### src/hdl/oag_defs.svh
/*
 * Constants of the operand address generator: mode codes, widths, page limits.
 * Assumes inclusion by the package, the generator module and the testbench.
 */
//////////////////////////////////////////////////////////////////////////////
// Overview of operation
// (RULE1) Seventeen addressing modes in seven groups are decoded: inherent, immediate, direct, indexed, indirect, relative, bit.
// (RULE2) Long forms build a 16-bit address over the whole 64 Kbyte space and take more bytes and cycles.
// (RULE3) Short forms keep the address in page zero, 0000h to 00FFh, from one address byte; here the short indexed modes reach up to 01FE.
// (RULE4) Read-modify-write instructions take only short forms; a long form with them is refused.
// (RULE5) Indirect indexed reads the pointer address after the opcode, fetches the pointer, then adds X or Y unsigned.
// (RULE6) Short indirect indexed fetches a one-byte pointer, reaching 00 to 1FE.
// (RULE7) Long indirect indexed fetches a two-byte pointer, reaching the whole 64 Kbyte space.
// (RULE8) Relative modes add an 8-bit two's-complement offset to the program counter.
// (RULE9) Direct relative takes the offset from the byte right after the opcode.
// (RULE10) Indirect relative reads an address after the opcode, then fetches the offset from there.
// (RULE11) The offset is added to the address of the instruction following the whole branch.
//////////////////////////////////////////////////////////////////////////////
`ifndef OAG_DEFS_SVH
`define OAG_DEFS_SVH

`define OAG_ADDR_W      16
`define OAG_DATA_W      8
`define OAG_MODE_W      5
`define OAG_PAGE0_MAX   16'h00FF
`define OAG_IIX_MAX     16'h01FE
`define OAG_PC_RST      16'h0000

`define OAG_M_INH       5'h00
`define OAG_M_IMM       5'h01
`define OAG_M_DIR_S     5'h02
`define OAG_M_DIR_L     5'h03
`define OAG_M_IX0       5'h04
`define OAG_M_IX_S      5'h05
`define OAG_M_IX_L      5'h06
`define OAG_M_IND_S     5'h07
`define OAG_M_IND_L     5'h08
`define OAG_M_IIX_S     5'h09
`define OAG_M_IIX_L     5'h0A
`define OAG_M_REL_D     5'h0B
`define OAG_M_REL_I     5'h0C
`define OAG_M_BIT_D     5'h0D
`define OAG_M_BIT_I     5'h0E
`define OAG_M_BIT_DR    5'h0F
`define OAG_M_BIT_IR    5'h10

`endif

### src/hdl/oag_pkg.sv
/*
 * Types of the operand address generator.
 * Assumes oag_defs.svh sits on the include path.
 */
`include "oag_defs.svh"

package oag_pkg;

    typedef struct packed {
        logic [`OAG_MODE_W-1:0] mode;
        logic                   rmw;
        logic                   use_y;
        logic [`OAG_ADDR_W-1:0] pc;
    } oag_req_t;

    typedef struct packed {
        logic                   ea_valid;
        logic [`OAG_ADDR_W-1:0] ea;
        logic                   pc_valid;
        logic [`OAG_ADDR_W-1:0] pc;
        logic                   fault;
    } oag_res_t;

    typedef enum logic [6:0] {
        OAG_IDLE = 7'h01,
        OAG_OP1  = 7'h02,
        OAG_OP2  = 7'h04,
        OAG_OP3  = 7'h08,
        OAG_PTR1 = 7'h10,
        OAG_PTR2 = 7'h20,
        OAG_DONE = 7'h40
    } oag_state_t;

endpackage : oag_pkg

### src/hdl/oag_gen.sv
/*
 * Operand address generator: walks the operand bytes of one instruction,
 * fetches pointers or offsets and forms the effective address or new PC.
 * Assumes a synchronous memory on the same clock that answers one read with
 * mem_rvalid_i a fixed time later; X and Y come from the core on this clock.
 */
`include "oag_defs.svh"

module oag_gen
    import oag_pkg::*;
(
    input  wire logic                   core_clk_i,
    input  wire logic                   nrst_i,
    input  wire logic                   start_i,
    input  wire oag_req_t               req_i,
    input  wire logic [`OAG_DATA_W-1:0] idx_x_i,
    input  wire logic [`OAG_DATA_W-1:0] idx_y_i,
    input  wire logic                   mem_rvalid_i,
    input  wire logic [`OAG_DATA_W-1:0] mem_rdata_i,
    output logic                        mem_rd_o,
    output logic [`OAG_ADDR_W-1:0]      mem_addr_o,
    output logic                        busy_o,
    output oag_res_t                    res_o
);

    //////////////////////////////////////////////////////////////////////////
    // Mode decode
    function automatic logic [1:0] op_bytes(input logic [`OAG_MODE_W-1:0] m);
        case (m)
            `OAG_M_INH, `OAG_M_IX0:                        op_bytes = 2'd0;
            `OAG_M_DIR_L, `OAG_M_IX_L, `OAG_M_BIT_DR,
            `OAG_M_BIT_IR:                                 op_bytes = 2'd2;
            default:                                       op_bytes = 2'd1;   // see (RULE6)
        endcase
    endfunction : op_bytes

    function automatic logic is_long(input logic [`OAG_MODE_W-1:0] m);
        is_long = (m == `OAG_M_DIR_L) || (m == `OAG_M_IX_L) ||
                  (m == `OAG_M_IND_L) || (m == `OAG_M_IIX_L);
    endfunction : is_long

    function automatic logic [`OAG_ADDR_W-1:0] rel_add(input logic [`OAG_ADDR_W-1:0] p,
                                                        input logic [`OAG_DATA_W-1:0] o);
        rel_add = p + {{8{o[7]}}, o};   // see (RULE8)
    endfunction : rel_add

    oag_state_t               state_reg, state_next;
    oag_req_t                 req_reg;
    logic [`OAG_ADDR_W-1:0]   fa_reg, fa_next;
    logic [`OAG_DATA_W-1:0]   b1_reg, b2_reg;
    logic [1:0]               cnt_reg;
    logic                     wait_reg;
    logic                     mem_rd_reg, mem_rd_next;
    logic [`OAG_ADDR_W-1:0]   mem_addr_reg, mem_addr_next;
    oag_res_t                 res_reg, res_next;
    logic                     ack_req;
    logic                     busy_reg;

    wire logic [`OAG_MODE_W-1:0] m = req_reg.mode;
    wire logic [`OAG_DATA_W-1:0] idx = req_reg.use_y ? idx_y_i : idx_x_i;
    wire logic [`OAG_ADDR_W-1:0] idx16 = {8'h00, idx};
    wire logic [1:0]             nbytes = op_bytes(m);
    wire logic                   is_rel = (m == `OAG_M_REL_D) || (m == `OAG_M_REL_I);
    wire logic                   is_brel = (m == `OAG_M_BIT_DR) || (m == `OAG_M_BIT_IR);
    wire logic                   ptr_mode = (m == `OAG_M_IND_S) || (m == `OAG_M_IND_L) ||
                                            (m == `OAG_M_IIX_S) || (m == `OAG_M_IIX_L) ||
                                            (m == `OAG_M_REL_I) || (m == `OAG_M_BIT_I) ||
                                            (m == `OAG_M_BIT_IR);
    wire logic                   ptr_word = (m == `OAG_M_IND_L) || (m == `OAG_M_IIX_L);
    wire logic                   rmw_bad = req_reg.rmw && is_long(m);   // see (RULE4)
    // Next-instruction address: opcode plus operand bytes
    wire logic [`OAG_ADDR_W-1:0] pc_next_ins = req_reg.pc + 16'h0001 + {14'h0000, nbytes};  // see (RULE11)
    wire logic [`OAG_ADDR_W-1:0] fetch_addr = req_reg.pc + 16'h0001 + {14'h0000, cnt_reg};

    //////////////////////////////////////////////////////////////////////////
    // Sequencer
    always_comb begin
        state_next    = state_reg;
        fa_next       = fa_reg;
        mem_rd_next   = 1'b0;
        mem_addr_next = mem_addr_reg;
        res_next      = res_reg;
        ack_req       = 1'b0;
        res_next.ea_valid = 1'b0;
        res_next.pc_valid = 1'b0;
        res_next.fault    = 1'b0;
        case (state_reg)
            OAG_IDLE: begin
                if (start_i) begin
                    ack_req    = 1'b1;
                    state_next = OAG_OP1;
                end
            end
            OAG_OP1: begin
                if (rmw_bad) begin
                    res_next.fault = 1'b1;   // see (RULE4)
                    state_next     = OAG_DONE;
                end else if (cnt_reg < nbytes) begin
                    if (!wait_reg) begin
                        mem_rd_next   = 1'b1;   // see (RULE9)
                        mem_addr_next = fetch_addr;
                    end
                end else if (ptr_mode) begin
                    // Pointer address is the byte after the opcode, page zero
                    mem_rd_next   = 1'b1;   // see (RULE5) see (RULE10)
                    mem_addr_next = {8'h00, b1_reg};
                    state_next    = OAG_PTR1;
                end else begin
                    state_next = OAG_OP2;
                end
            end
            OAG_PTR1: begin
                if (mem_rvalid_i) begin
                    if (ptr_word) begin
                        mem_rd_next   = 1'b1;   // see (RULE7)
                        mem_addr_next = {8'h00, b1_reg} + 16'h0001;
                        fa_next       = {mem_rdata_i, 8'h00};
                        state_next    = OAG_PTR2;
                    end else begin
                        fa_next    = {8'h00, mem_rdata_i};   // see (RULE6)
                        state_next = OAG_OP2;
                    end
                end
            end
            OAG_PTR2: begin
                if (mem_rvalid_i) begin
                    fa_next    = {fa_reg[15:8], mem_rdata_i};
                    state_next = OAG_OP2;
                end
            end
            OAG_OP2: begin
                res_next.pc = pc_next_ins;
                case (m)
                    `OAG_M_IMM:    res_next.ea = req_reg.pc + 16'h0001;
                    `OAG_M_DIR_S, `OAG_M_BIT_D, `OAG_M_BIT_DR:
                                   res_next.ea = {8'h00, b1_reg};   // see (RULE3)
                    `OAG_M_DIR_L:  res_next.ea = {b1_reg, b2_reg};   // see (RULE2)
                    `OAG_M_IX0:    res_next.ea = idx16;
                    `OAG_M_IX_S:   res_next.ea = {8'h00, b1_reg} + idx16;
                    `OAG_M_IX_L:   res_next.ea = {b1_reg, b2_reg} + idx16;
                    `OAG_M_IIX_S, `OAG_M_IIX_L:
                                   res_next.ea = fa_reg + idx16;   // see (RULE5)
                    `OAG_M_REL_D:  res_next.pc = rel_add(pc_next_ins, b1_reg);   // see (RULE9)
                    `OAG_M_REL_I:  res_next.pc = rel_add(pc_next_ins, fa_reg[7:0]);   // see (RULE10)
                    default:       res_next.ea = fa_reg;
                endcase
                // Bit test jumps carry their offset in the second operand byte
                if (is_brel)
                    res_next.pc = rel_add(pc_next_ins, b2_reg);   // see (RULE8)
                res_next.ea_valid = (m != `OAG_M_INH) && !is_rel;   // see (RULE1)
                res_next.pc_valid = 1'b1;
                state_next        = OAG_DONE;
            end
            OAG_DONE: begin
                state_next = OAG_IDLE;
            end
            default: begin
                state_next = OAG_IDLE;
            end
        endcase
    end

    //////////////////////////////////////////////////////////////////////////
    // Registers
    always_ff @(posedge core_clk_i or negedge nrst_i) begin
        if (!nrst_i) begin
            state_reg    <= OAG_IDLE;
            req_reg      <= '0;
            fa_reg       <= `OAG_PC_RST;
            mem_rd_reg   <= 1'b0;
            mem_addr_reg <= `OAG_PC_RST;
            res_reg      <= '0;
            busy_reg     <= 1'b0;
        end else begin
            state_reg    <= state_next;
            fa_reg       <= fa_next;
            mem_rd_reg   <= mem_rd_next;
            mem_addr_reg <= mem_addr_next;
            res_reg      <= res_next;
            busy_reg     <= (state_next != OAG_IDLE);
            if (ack_req)
                req_reg <= req_i;
        end
    end

    // Operand byte capture
    always_ff @(posedge core_clk_i or negedge nrst_i) begin
        if (!nrst_i) begin
            cnt_reg  <= 2'd0;
            wait_reg <= 1'b0;
            b1_reg   <= 8'h00;
            b2_reg   <= 8'h00;
        end else if (state_reg != OAG_OP1) begin
            cnt_reg  <= 2'd0;
            wait_reg <= 1'b0;
        end else if (mem_rd_next) begin
            wait_reg <= ptr_mode && cnt_reg >= nbytes ? 1'b0 : 1'b1;
        end else if (wait_reg && mem_rvalid_i) begin
            wait_reg <= 1'b0;
            cnt_reg  <= cnt_reg + 2'd1;
            case (cnt_reg)
                2'd0:    b1_reg <= mem_rdata_i;
                default: b2_reg <= mem_rdata_i;
            endcase
        end
    end

    assign mem_rd_o   = mem_rd_reg;
    assign mem_addr_o = mem_addr_reg;
    assign busy_o     = busy_reg;
    assign res_o      = res_reg;

    //////////////////////////////////////////////////////////////////////////
    // Assertions
    property p_short_page0;
        @(posedge core_clk_i) disable iff (!nrst_i)
        (res_o.ea_valid && (req_reg.mode == `OAG_M_DIR_S || req_reg.mode == `OAG_M_BIT_D))
        |-> (res_o.ea <= `OAG_PAGE0_MAX);
    endproperty
    a_short_page0: assert property (p_short_page0) else $error("short ea off page zero"); // see (RULE3)

    property p_iix_short_range;
        @(posedge core_clk_i) disable iff (!nrst_i)
        (res_o.ea_valid && req_reg.mode == `OAG_M_IIX_S) |-> (res_o.ea <= `OAG_IIX_MAX);
    endproperty
    a_iix_short_range: assert property (p_iix_short_range) else $error("iix short range"); // see (RULE6)

    property p_rmw_fault;
        @(posedge core_clk_i) disable iff (!nrst_i)
        (state_reg == OAG_OP1 && rmw_bad) |=> (res_o.fault && !res_o.ea_valid);
    endproperty
    a_rmw_fault: assert property (p_rmw_fault) else $error("long rmw not refused"); // see (RULE4)

    property p_rel_direct;
        @(posedge core_clk_i) disable iff (!nrst_i)
        (state_reg == OAG_OP2 && m == `OAG_M_REL_D)
        |=> (res_o.pc == $past(req_reg.pc) + 16'h0002 + {{8{$past(b1_reg[7])}}, $past(b1_reg)});
    endproperty
    a_rel_direct: assert property (p_rel_direct) else $error("relative pc wrong"); // see (RULE8)

    property p_ptr_addr;
        @(posedge core_clk_i) disable iff (!nrst_i)
        (state_reg == OAG_PTR1 && $past(state_reg) == OAG_OP1)
        |-> (mem_addr_o == {8'h00, b1_reg} && mem_rd_o);
    endproperty
    a_ptr_addr: assert property (p_ptr_addr) else $error("pointer address wrong"); // see (RULE5)

    property p_word_ptr;
        @(posedge core_clk_i) disable iff (!nrst_i)
        (state_reg == OAG_PTR1 && mem_rvalid_i && ptr_word)
        |=> (state_reg == OAG_PTR2 && mem_addr_o == {8'h00, b1_reg} + 16'h0001);
    endproperty
    a_word_ptr: assert property (p_word_ptr) else $error("second pointer byte"); // see (RULE7)

    property p_long_dir;
        @(posedge core_clk_i) disable iff (!nrst_i)
        (state_reg == OAG_OP2 && m == `OAG_M_DIR_L) |=> (res_o.ea == {b1_reg, b2_reg});
    endproperty
    a_long_dir: assert property (p_long_dir) else $error("long direct ea"); // see (RULE2)

    property p_inh_no_ea;
        @(posedge core_clk_i) disable iff (!nrst_i)
        (state_reg == OAG_OP2 && m == `OAG_M_INH)
        |=> (!res_o.ea_valid && res_o.pc == $past(req_reg.pc) + 16'h0001);
    endproperty
    a_inh_no_ea: assert property (p_inh_no_ea) else $error("inherent result"); // see (RULE11)

    property p_rel_indirect;
        @(posedge core_clk_i) disable iff (!nrst_i)
        (state_reg == OAG_OP2 && m == `OAG_M_REL_I)
        |=> (res_o.pc == $past(req_reg.pc) + 16'h0002 +
             {{8{$past(fa_reg[7])}}, $past(fa_reg[7:0])});
    endproperty
    a_rel_indirect: assert property (p_rel_indirect) else $error("rel ind pc"); // see (RULE10)

    property p_iix_add;
        @(posedge core_clk_i) disable iff (!nrst_i)
        (state_reg == OAG_OP2 && (m == `OAG_M_IIX_S || m == `OAG_M_IIX_L))
        |=> (res_o.ea == $past(fa_reg) + {8'h00, $past(idx)});
    endproperty
    a_iix_add: assert property (p_iix_add) else $error("ind idx ea"); // see (RULE5)

    property p_rmw_no_fetch;
        @(posedge core_clk_i) disable iff (!nrst_i)
        (state_reg == OAG_OP1 && rmw_bad) |=> (!mem_rd_o && state_reg == OAG_DONE);
    endproperty
    a_rmw_no_fetch: assert property (p_rmw_no_fetch) else $error("rmw fetched"); // see (RULE4)

    property p_bit_rel;
        @(posedge core_clk_i) disable iff (!nrst_i)
        (state_reg == OAG_OP2 && is_brel)
        |=> (res_o.pc == $past(req_reg.pc) + 16'h0003 +
             {{8{$past(b2_reg[7])}}, $past(b2_reg)});
    endproperty
    a_bit_rel: assert property (p_bit_rel) else $error("bit jump pc"); // see (RULE11)

    c_rel_ind:  cover property (@(posedge core_clk_i) disable iff (!nrst_i)
        state_reg == OAG_OP2 && m == `OAG_M_REL_I);
    c_iix_long: cover property (@(posedge core_clk_i) disable iff (!nrst_i)
        state_reg == OAG_OP2 && m == `OAG_M_IIX_L);
    c_fault:    cover property (@(posedge core_clk_i) disable iff (!nrst_i) res_o.fault);
    c_bit_rel:  cover property (@(posedge core_clk_i) disable iff (!nrst_i)
        state_reg == OAG_OP2 && is_brel);

endmodule : oag_gen

### config.mk
export PLATFORM = sky130hd
export DESIGN_NAME = oag_gen
export DESIGN_NICKNAME = d
export VERILOG_FILES = /design/src/hdl/oag_pkg.sv /design/src/hdl/oag_gen.sv
export VERILOG_INCLUDE_DIRS = /design/src /design/src/hdl
export SDC_FILE = /design/constraint.sdc
export NUM_CORES = 1
export LEC_CHECK = 0
export BUFFER_PORTS_ARGS = -buffer_cell sky130_fd_sc_hd__buf_2
export CAP_MARGIN = 30
export CORE_UTILIZATION = 55
export DETAILED_ROUTE_END_ITERATION = 12
export HOLD_SLACK_MARGIN = 0.08
export PLACE_DENSITY = 0.76
export SLEW_MARGIN = 20
export SYNTH_ARGS = -nofsm -noshare
export SYNTH_HDL_FRONTEND = slang
export SYNTH_SLANG_ARGS = --single-unit
### constraint.sdc
create_clock -name core_clk_i -period 7.9 [get_ports core_clk_i]
set_clock_uncertainty 0.05 [all_clocks]
set_input_delay 0.79 -clock core_clk_i [delete_from_list [all_inputs] [get_ports core_clk_i]]
set_output_delay 0.79 -clock core_clk_i [all_outputs]
set_load 0.05 [all_outputs]
# After elaboration in Yosys (flattened, before gate mapping)
# Cells that the tools add are included.
# word_totals
reg_bits	118
input_bits	51
out_inout_bits	53
elab_cells	146
# op_classes
addsub	11
n_lt_le_gt_ge	2
n_eq_ne	30
mux	43
bitwise	5
n_reduce_logical	36
# op_table
op	count
$mux 16	9
$pmux 16 s8	1
$pmux 16 s2	3
$add 16x16->16	3
$eq 5x4->1 const B	8
$mux 7	5
$pmux 7 s5	1
$mux 34	1
$add 16x2->16	2
$add 16x8->16	2
$eq 5x3->1 const B	4
$add 16x1->16 const B	1
$mux 8	2
$mux 1	14
$logic_or 1x1->1	12
$eq 5x2->1 const B	2
$add 8x1->9 const B	1
$add 8x8->9	1
$ne 2x2->1 const B	4
$reduce_and 4->1	2
$eq 7x1->1 const B	1
$eq 7x2->1 const B	1
$eq 7x3->1 const B	1
$eq 7x5->1 const B	1
other kinds (29)	45

# Logic depth before layout (Yosys ltp)
# Gate-level depths: netlist of run 1.
# depth
ltp_word	13
depth_mapped	23
depth_no_buf	21

# Least setup slack after synthesis of run 1
# No wires, ideal clock.
# synth_path
kind	register to register
startpoint	reg req_reg (netlist bit m[0])
endpoint	reg res_reg (netlist bit res_o[16])
setup_time_ps	125
t_arrival_ps	4427
t_required_ps	7725
slack_ps	3298
path_stages_with_launch	23
n_path_buf	1
path_cell_list	dfrtp_1 buf_2 and3_1 o21ai_0 a21oi_1 a21oi_1 ha_1 inv_1 fa_1 nor3_1 a32o_1 nand2_1 xnor2_1 ha_1 and3_1 a21oi_1 o311ai_0 a21oi_1 o21ai_0 mux2i_1 a211oi_1 xnor2_1 mux2_2
# synth_between
elab_chain_cells	7
elab_cells_between_ends	18
classes_between	add/sub (4); eq/ne (7); mux (3); reduce/logical (4)
# synth_rtl
item	line_no	rtl
start, declared	oag_gen.sv:48	oag_req_t req_reg;
start signal, assigned	oag_gen.sv:182	req_reg <= req_i;
$eq 5x4->1 (tied with other cells)	oag_gen.sv:29	case (m)
$reduce_or 4->1 / $reduce_or 2->1 (equally long branches)	oag_gen.sv:29	
$pmux 2 s2	oag_gen.sv:29	
$add 16x2->16	oag_gen.sv:72	wire logic [`OAG_ADDR_W-1:0] pc_next_ins = req_reg.pc + 16'h0001 + {14'h0000, nbytes};
$add 16x16->16	oag_gen.sv:44	rel_add = p + {{8{o[7]}}, o};
$pmux 16 s2	oag_gen.sv:133	case (m)
$mux 16 (*)	oag_gen.sv:148	if (is_brel)
end signal, assigned	oag_gen.sv:179	res_reg <= res_next;
end, declared	oag_gen.sv:55	oag_res_t res_reg, res_next;
# Every way passes the cells marked *; elsewhere a longest branch is shown, timed or not.
# A chain may end at the register's enable or synchronous reset.

# Final worst setup path of run 1
# layout_path
startpoint	reg req_reg (netlist bit m[2])
endpoint	reg res_reg (netlist bit res_o[16])
# Same word-level chain as after synthesis.

==> results by group, run 1 <==
Yosys
  • Mapped cell area: 9320 um2
  • Syn Area/Cell: 9.04 um2
  • Part of the Yosys area used for sequential elements: 0.317
  • Synth warn: 0
  • Synth unique cells: 88
  • Cells after Synth: 1030
  • FF+latch count, synth: 118
  • Fraction of registers with async set or reset after synthesis: 1.00
  • Post-synth EDFFs: 0
  • Dominant synthesized flop cell: dfrtp_1
  • Mapped Nets: 1142

Global routing
  • First-pass GRT wire length: 43.1 mm
  • Vias in the first global route: 7917
  • Largest net degree at the start of global routing: 72
  • Initial antenna violation count: 0
  • Overflow after GRT: 0
  • All-Layer GR Usage: 0.321

Clocking
  • Clk Tree Root Cell: clkbuf_16
  • Worst-skew pair later-pin latency: 0.44 ns
  • Gates resized, CTS repair: 0
  • Clock-pin transition on the worst setup and hold timing paths: 0.06 ns
  • Clock sink count: 118
  • Num CTS Buffers: 17
  • CTS H-tree depth: 4
  • Post-CTS setup buffers: 0
  • CTS hold repair buffers: 0
  • Longest Clk Path Bufs: 2
  • TritonCTS clock tree: yes

Status
  • Status: completed

Die
  • Initial Utilization: 0.562
  • Die W: 132 um
  • Die area: 17500 um2
  • Core area: 16600 um2
  • Top Ports: 104
  • Die height: 132 um
  • FP Rows: 47

Finish
  • # nets final: 1229
  • Multi-input gate area: 6020 um2
  • ANT cells: 0
  • FILL cells: 1457
  • Share of layout cells above drive strength 1: 0.219
  • Layout area overhead: 14.0%
  • Sequential Area: 2950 um2
  • Largest register FFs: 35

Timing
  • RSZ-0062 raised after global routing: false
  • Worst-case hold slack: 0.335 ns
  • Min cycle time layout: 5.44 ns
  • Final worst-path cycle share: 0.689
  • # setup viols final: 0
  • Final setup TNS: 0 ns
  • Hold Fails Final Rpt: 0
  • Fmax: 0.184 GHz
  • Slew headroom: 0.363
  • Final Max Tran Viols: 0
  • Measured slew at the worst slew-check pin: 0.947 ns

Power
  • Sequential share of power: 0.272
  • Leakage power: 4.75 nW
  • Pwr dens: 292 nW/um2
  • Max VDD drop: 0.000244 V
  • Psw: 1.40 mW
  • Sw Ratio: 0.450
  • Internal: 1.70 mW
  • Clock power share: 0.264
  • Combinational power share: 0.465

Run
  • Maxcap violations: 0

Placed design
  • Final HPWL DP: 20.2 mm
  • Number of I/O port buffers: 103
  • GPL Wtd Cong: 0.946

Setup path
  • Critical-path top delay cell: dfrtp_1
  • Critical Path Sink: res_o[16]
  • Crit-path max cell delay: 0.76 ns
  • R2R depth: 21
  • Cells along the critical path: nor2_1 -> nand3_1 -> a21oi_1 -> a21oi_1 -> ha_1 -> inv_1 -> fa_1 -> nor3_1 -> a32o_1 -> nand2_1 -> xnor2_1 -> ha_1 -> and3_1 -> a21oi_1 -> o311ai_0 -> a21oi_1 -> o21ai_0 -> mux2i_1 -> a211oi_1 -> xnor2_1 -> mux2_2
  • CP Max Fanout: 22
  • Startpoint types: flop
  • Cell count along the critical path: 21
  • Crit path from: m[2]
  • Reg2reg start: m[2]
  • Worst R2R Setup Slack: 2.46 ns
  • Arrival @ worst endpoint: 5.71 ns
  • Setup crit end kind: flop
  • CP Data Required Time: 8.16 ns
  • FF-to-FF End: res_o[16]
  • Kind of critical path: flop to flop
  • Buf/Inv on CP: 1
  • Cell family with most CP delay: compound AO/OA/AOI/OAI gates
  • Cell mode on critical path: a21oi_1

Route
  • Initial DRC Count: 950
  • Vias per cell: 6.33
  • Final WL: 27.3 mm
  • # DRC: 0
  • TritonRoute pass-1 iters: 8
  • Routed len/inst: 20.2 um
  • Antenna viol nets, final: 0
  • Vias: 8542

Min path
  • Hold Crit Class: primary input to asynchronous set/reset pin
## cell families (layout without fill, tap and decap cells)
group           count (synthesis)  after routing  synth area share
compound gates                289            289             0.211
other cells                     1              1          0.000403
xor+xnor                       88             88            0.0844
fa+ha+maj                      61             61            0.0868
buf+inv                        80            180            0.0377
simple gates                  313            313             0.168
flops                         118            118             0.317
mux                            80             80            0.0946
## per-stage QoR
step / power, mW / instances / worst slack, ns / cell area (um2) / utilization
floorplan: 1.88 / 1030 / 3.30 / 9320 / -
global placement: 2.23 / 1315 / 2.76 / 9960 / 0.601
detailed placement: 2.25 / 1316 / 2.56 / 9970 / 0.601
CTS: 3.07 / 1348 / 2.51 / 10600 / 0.638
global route: 3.26 / 1350 / 1.98 / 10600 / 0.640
finish: 3.10 / 1350 / 2.46 / 10600 / 0.640
## cell usage in the layout, fill, tap and decap left out, types with 8 or more instances in the layout
cell,instances
and3_1,11
a22o_1,20
o21a_1,12
dfrtp_1,117
a31oi_1,11
mux2i_1,16
buf_2,102
a21o_1,14
mux2_2,63
a21oi_1,66
buf_4,13
nand3_1,33
a221oi_1,12
xor2_1,26
o21ai_0,65
inv_1,31
xnor2_1,60
nor3_1,22
nor2_1,95
clkbuf_16,17
nand2_1,79
o21bai_1,14
a211oi_1,10
nand4_1,8
ha_1,55
## worst register-to-register path: stages, from the launching register on
cell and delay, ns:
dfrtp_1 0.76, nor2_1 0.21, nand3_1 0.15, a21oi_1 0.07
a21oi_1 0.21, ha_1 0.20, inv_1 0.06, fa_1 0.40
nor3_1 0.47, a32o_1 0.26, nand2_1 0.07, xnor2_1 0.30
ha_1 0.36, and3_1 0.19, a21oi_1 0.15, o311ai_0 0.18
a21oi_1 0.30, o21ai_0 0.17, mux2i_1 0.14, a211oi_1 0.24
xnor2_1 0.11, mux2_2 0.27
## power by group through the flow
stage | clock network (mW) | registers [mW] | logic, mW
floorplan | 0 | 0.965 | 0.916
global placement | 0 | 0.843 | 1.38
detailed placement | 0 | 0.847 | 1.41
CTS | 0.822 | 0.837 | 1.41
global route | 0.847 | 0.858 | 1.55
finish | 0.818 | 0.842 | 1.44
## worst min path at each step
stage / slack (ns) / start / depth (start not counted) / end
detailed placement: 0.42 / mem_addr_o[0] / 2 / mem_addr_o[0]
CTS: 0.36 / nrst_i / 1 / res_o[32]
global route: 0.39 / nrst_i / 1 / fa_reg[11]
global placement: 0.41 / res_o[23] / 2 / res_o[23]
floorplan: 0.42 / req_reg[17] / 1 / req_reg[17]
finish: 0.33 / nrst_i / 1 / fa_reg[11]
## layer usage
layer | routed length, um | up-vias | GRT usage
met4 | 826 | 0 | 0.126
met3 | 2430 | 64 | 0.0823
met5 | 0 | - | 0
li1 | - | 3970 | -
met1 | 11800 | 4093 | 0.436
met2 | 12300 | 415 | 0.492
## final cells by class
cell class / instances / share of cell area
clock buffers: 18 / 0.0404
repair buffers: 117 / 0.0606
inverters: 31 / 0.0110
multi-input cells: 832 / 0.567
well taps: 220 / 0.0259
flip-flops and latches: 118 / 0.278
clock inverters: 14 / 0.0166
## Yosys cell counts, drive strengths merged (4+ instances only)
| cell | count | share of area |
|---|---|---|
| xor2 | 26 | 0.024 |
| inv | 31 | 0.012 |
| a222oi | 6 | 0.0064 |
| ha | 55 | 0.074 |
| a32o | 4 | 0.0043 |
| xnor2 | 62 | 0.060 |
| nand4 | 9 | 0.0067 |
| o21ai | 69 | 0.037 |
| o211ai | 4 | 0.0032 |
| clkbuf | 28 | 0.012 |
| a21o | 14 | 0.011 |
| nor3 | 25 | 0.015 |
| buf | 21 | 0.014 |
| o2111ai | 5 | 0.0047 |
| a221oi | 12 | 0.011 |
| fa | 6 | 0.013 |
| mux2i | 16 | 0.017 |
| nand2b | 10 | 0.0081 |
| o21bai | 14 | 0.011 |
| a22o | 20 | 0.019 |
| dfrtp | 117 | 0.31 |
| o21a | 12 | 0.0097 |
| nor2 | 98 | 0.040 |
| a211oi | 12 | 0.011 |
| or3 | 7 | 0.0047 |
| or2 | 5 | 0.0036 |
| a21oi | 67 | 0.036 |
| and3 | 11 | 0.0074 |
| nor4 | 8 | 0.0060 |
| and2 | 4 | 0.0027 |
| nor2b | 7 | 0.0047 |
| nand2 | 80 | 0.033 |
| a22oi | 6 | 0.0048 |
| mux2 | 64 | 0.077 |
| nand3 | 37 | 0.022 |
| o31ai | 4 | 0.0032 |
| a31oi | 11 | 0.0074 |
No activity file was read; power rests on OpenSTA's default activity.
==> inputs of run 2 (changes only) <==
ABC_AREA = 1   (was not set)
PLACE_DENSITY = 0.75   (was 0.76)
clock period = 5.1 ns   (was 7.9 ns; I/O delays follow)
==> run 2 against run 1 <==
Sequential share of layout area down 0.88 points. Count of clock-buffer cells in the layout is the same. Synthesized area increased by 3.5%. First-iteration DRC count grew 35%. Final cell count rose by 30%. Synthesized cell count is 37% higher. Combinational power is 51% higher. Die area is 3.4% higher. Critical path depth is 9 higher. Utilization shrank 0.19 points. Critical path type unchanged.
==> results by group, run 2 <==
Placed design
  • Number of I/O port buffers: 103
  • Post-place setup slack: 0.543 ns
  • Final HPWL DP: 22.7 mm
  • GPL Wtd Cong: 1.00
  • DP Cell Count: 1718

Route
  • Routed len/inst: 16.9 um
  • # DRC: 0
  • Met3 WL: 3.17 mm
  • Vias per cell: 5.79
  • Vias: 10100
  • Final WL: 29.6 mm
  • Antenna viol nets, final: 0
  • Top Metal Used: met4
  • TritonRoute pass-1 iters: 6
  • Met2 wire len: 12.5 mm
  • Initial DRC Count: 1278
  • Met1 wire length: 12.8 mm

Power
  • Internal: 2.40 mW
  • Total Power: 4.56 mW
  • Clock power share: 0.263
  • Pwr dens: 416 nW/um2
  • Sw Ratio: 0.474
  • Sequential share of power: 0.261
  • Leakage power: 5.80 nW
  • Max VDD drop: 0.000308 V
  • Combinational power share: 0.476
  • Psw: 2.16 mW

Yosys
  • Syn Area/Cell: 6.82 um2
  • Fraction of registers with async set or reset after synthesis: 1.00
  • Dominant synthesized flop cell: dfrtp_1
  • Mux cell area share after synthesis: 0.00688
  • Part of the Yosys area used for sequential elements: 0.306
  • Post-synth EDFFs: 0
  • Post-synthesis simple-gate area fraction: 0.308
  • Synth area leaders: dfrtp_1 (30%), nand2_1 (15%), ha_1 (7.1%)
  • Synth Area in Compound Gates: 0.172
  • FF+latch count, synth: 118
  • Synth cell count leaders: nand2_1 (383), inv_1 (150), nor2_1 (122)
  • Largest family of logic cells by synthesized area: simple AND/OR/NAND/NOR gates
  • Most numerous cell in the Yosys netlist: nand2_1
  • Synth area leader: dfrtp_1
  • Synth warn: 0
  • XOR/XNOR Fraction of Synth Area: 0.0361
  • Mapped Nets: 1526
  • Cells after Synth: 1414
  • Synth unique cells: 57
  • Synth top area share: 0.304
  • Mapped cell area: 9640 um2
  • Post-Synth Adder-Cell Area: 0.0838

Clocking
  • TritonCTS clock tree: yes
  • Clock sink count: 118
  • Worst-skew pair later-pin latency: 0.43 ns
  • CTS H-tree depth: 4
  • Post-CTS setup buffers: 0
  • Num CTS Buffers: 17
  • Clk Tree Root Cell: clkbuf_16
  • Longest Clk Path Bufs: 2
  • Clock-pin transition on the worst setup and hold timing paths: 0.06 ns

Setup path
  • Crit-path max cell delay: 0.43 ns
  • Kind of critical path: flop to flop
  • Setup crit end kind: flop
  • Crit path from: m[0]
  • Startpoint types: flop
  • Arrival @ worst endpoint: 4.98 ns
  • Cell mode on critical path: nand2_1
  • Reg2reg start: m[0]
  • Critical-path top delay cell: dfrtp_1
  • CP Max Fanout: 6
  • CP Data Required Time: 5.37 ns

Timing
  • # setup viols final: 0
  • Hold Fails Final Rpt: 0
  • Final setup TNS: 0 ns
  • Final worst-path cycle share: 0.924
  • Min cycle time layout: 4.71 ns
  • Measured slew at the worst slew-check pin: 0.972 ns
  • Setup WS post-layout: 0.389 ns
  • Fmax: 0.212 GHz
  • Worst-case hold slack: 0.259 ns
  • Final Max Tran Viols: 0
  • Slew headroom: 0.352
  • RSZ-0062 raised after global routing: false

Finish
  • # nets final: 1627
  • Commonest non-fill, non-tap cells in the layout: nand2_1 (383), inv_1 (150), nor2_1 (121)
  • Multi-input gate area: 5870 um2
  • Share of layout cells above drive strength 1: 0.148
  • Commonest non-fill, non-tap cell in the layout: nand2_1
  • Post-Layout Cell Count: 1753
  • Largest register FFs: 35
  • FILL cells: 1604
  • Layout area overhead: 13.7%
  • Sequential Area: 2950 um2
  • ANT cells: 0

Global routing
  • Largest net degree at the start of global routing: 77
  • First-pass GRT wire length: 47.1 mm
  • All-Layer GR Usage: 0.340
  • Vias in the first global route: 9172
  • Overflow after GRT: 0
  • Initial antenna violation count: 0

Die
  • Die height: 134 um
  • Die W: 134 um
  • FP Rows: 48
  • Top Ports: 104
  • Core area: 17200 um2
  • Die area: 18100 um2
  • Initial Utilization: 0.561

Run
  • Maxcap violations: 0

Status
  • Status: completed

Min path
  • Worst hold start: req_i[5]
  • Hold Crit Class: primary input to flop
run 2: cell count changes in the layout (fill, tap and decap cells not counted), sizes merged, moves of 15 or more:
cell   before  now
a22o       20    0
o21ai      69  127
inv        34  181
nand2      80  394
nor3       25    9
a21oi      67  102
nand3      37  119
mux2       64    5
nor2       98  136
mux2i      16    1
xnor2      62    7
run 2: cell families after synthesis:
group           count (synthesis)
mux                             6
flops                         118
fa+ha+maj                      61
compound gates                292
buf+inv                       210
other cells                     1
simple gates                  688
xor+xnor                       38
run 2: worst paths after layout:
kind | to | slack [ns] | cells past startpoint
max | res_o[16] | 0.39 | 30
min | req_reg[5] | 0.26 | 2
max reg2reg | res_o[16] | 0.39 | 30
min reg2reg | res_o[9] | 0.42 | 2
max in group asynchronous | mem_addr_o[3] | 3.25 | 4
min in group asynchronous | b2_reg[1] | 0.53 | 2
run 2: worst max-delay path, delay by kind of cell (launching register included):
| family | cells | cell delay [ns] |
|---|---|---|
| buffers and inverters | 4 | 0.32 |
| AND/OR/NAND/NOR | 20 | 2.15 |
| flip-flops | 1 | 0.43 |
| AO/OA/AOI/OAI | 3 | 0.67 |
| adder cells (fa/ha/maj) | 3 | 0.98 |
run 2: area by class of cell:
class / instances / share of cell area
Timing Repair Buffer: 114 / 0.0562
Clock buffer: 18 / 0.0401
Clock inverter: 14 / 0.0126
Inverter: 178 / 0.0610
Multi-Input combinational cell: 1086 / 0.535
Sequential cell: 118 / 0.269
Tap cell: 225 / 0.0257
run 2: per-layer routing:
layer  track usage  up-vias
met5             0        -
met4         0.137        0
met3        0.0794       89
met2         0.506      581
met1         0.475     4597
li1              -     4880
run 2: power by group through the flow:
stage	combinational (mW)	sequential, mW	clock [mW]
after CTS	2.12	1.19	1.21
after global routing	2.38	1.20	1.24
after detailed placement	2.10	1.20	0
after floorplan	1.34	1.41	0
final	2.17	1.19	1.20
after global placement	2.07	1.20	0
run 2: per-stage QoR:
step / util / area (um2)
finish: 0.638 / 11000
global route: 0.638 / 11000
CTS: 0.636 / 10900
detailed placement: 0.602 / 10300
global placement: 0.602 / 10300
floorplan: - / 9640
run 2: timing repair:
item,in CTS,in global routing
hold buffers,0,1
gates resized for setup,0,1
hold endpoints to repair,0,34
setup endpoints to repair,0,1
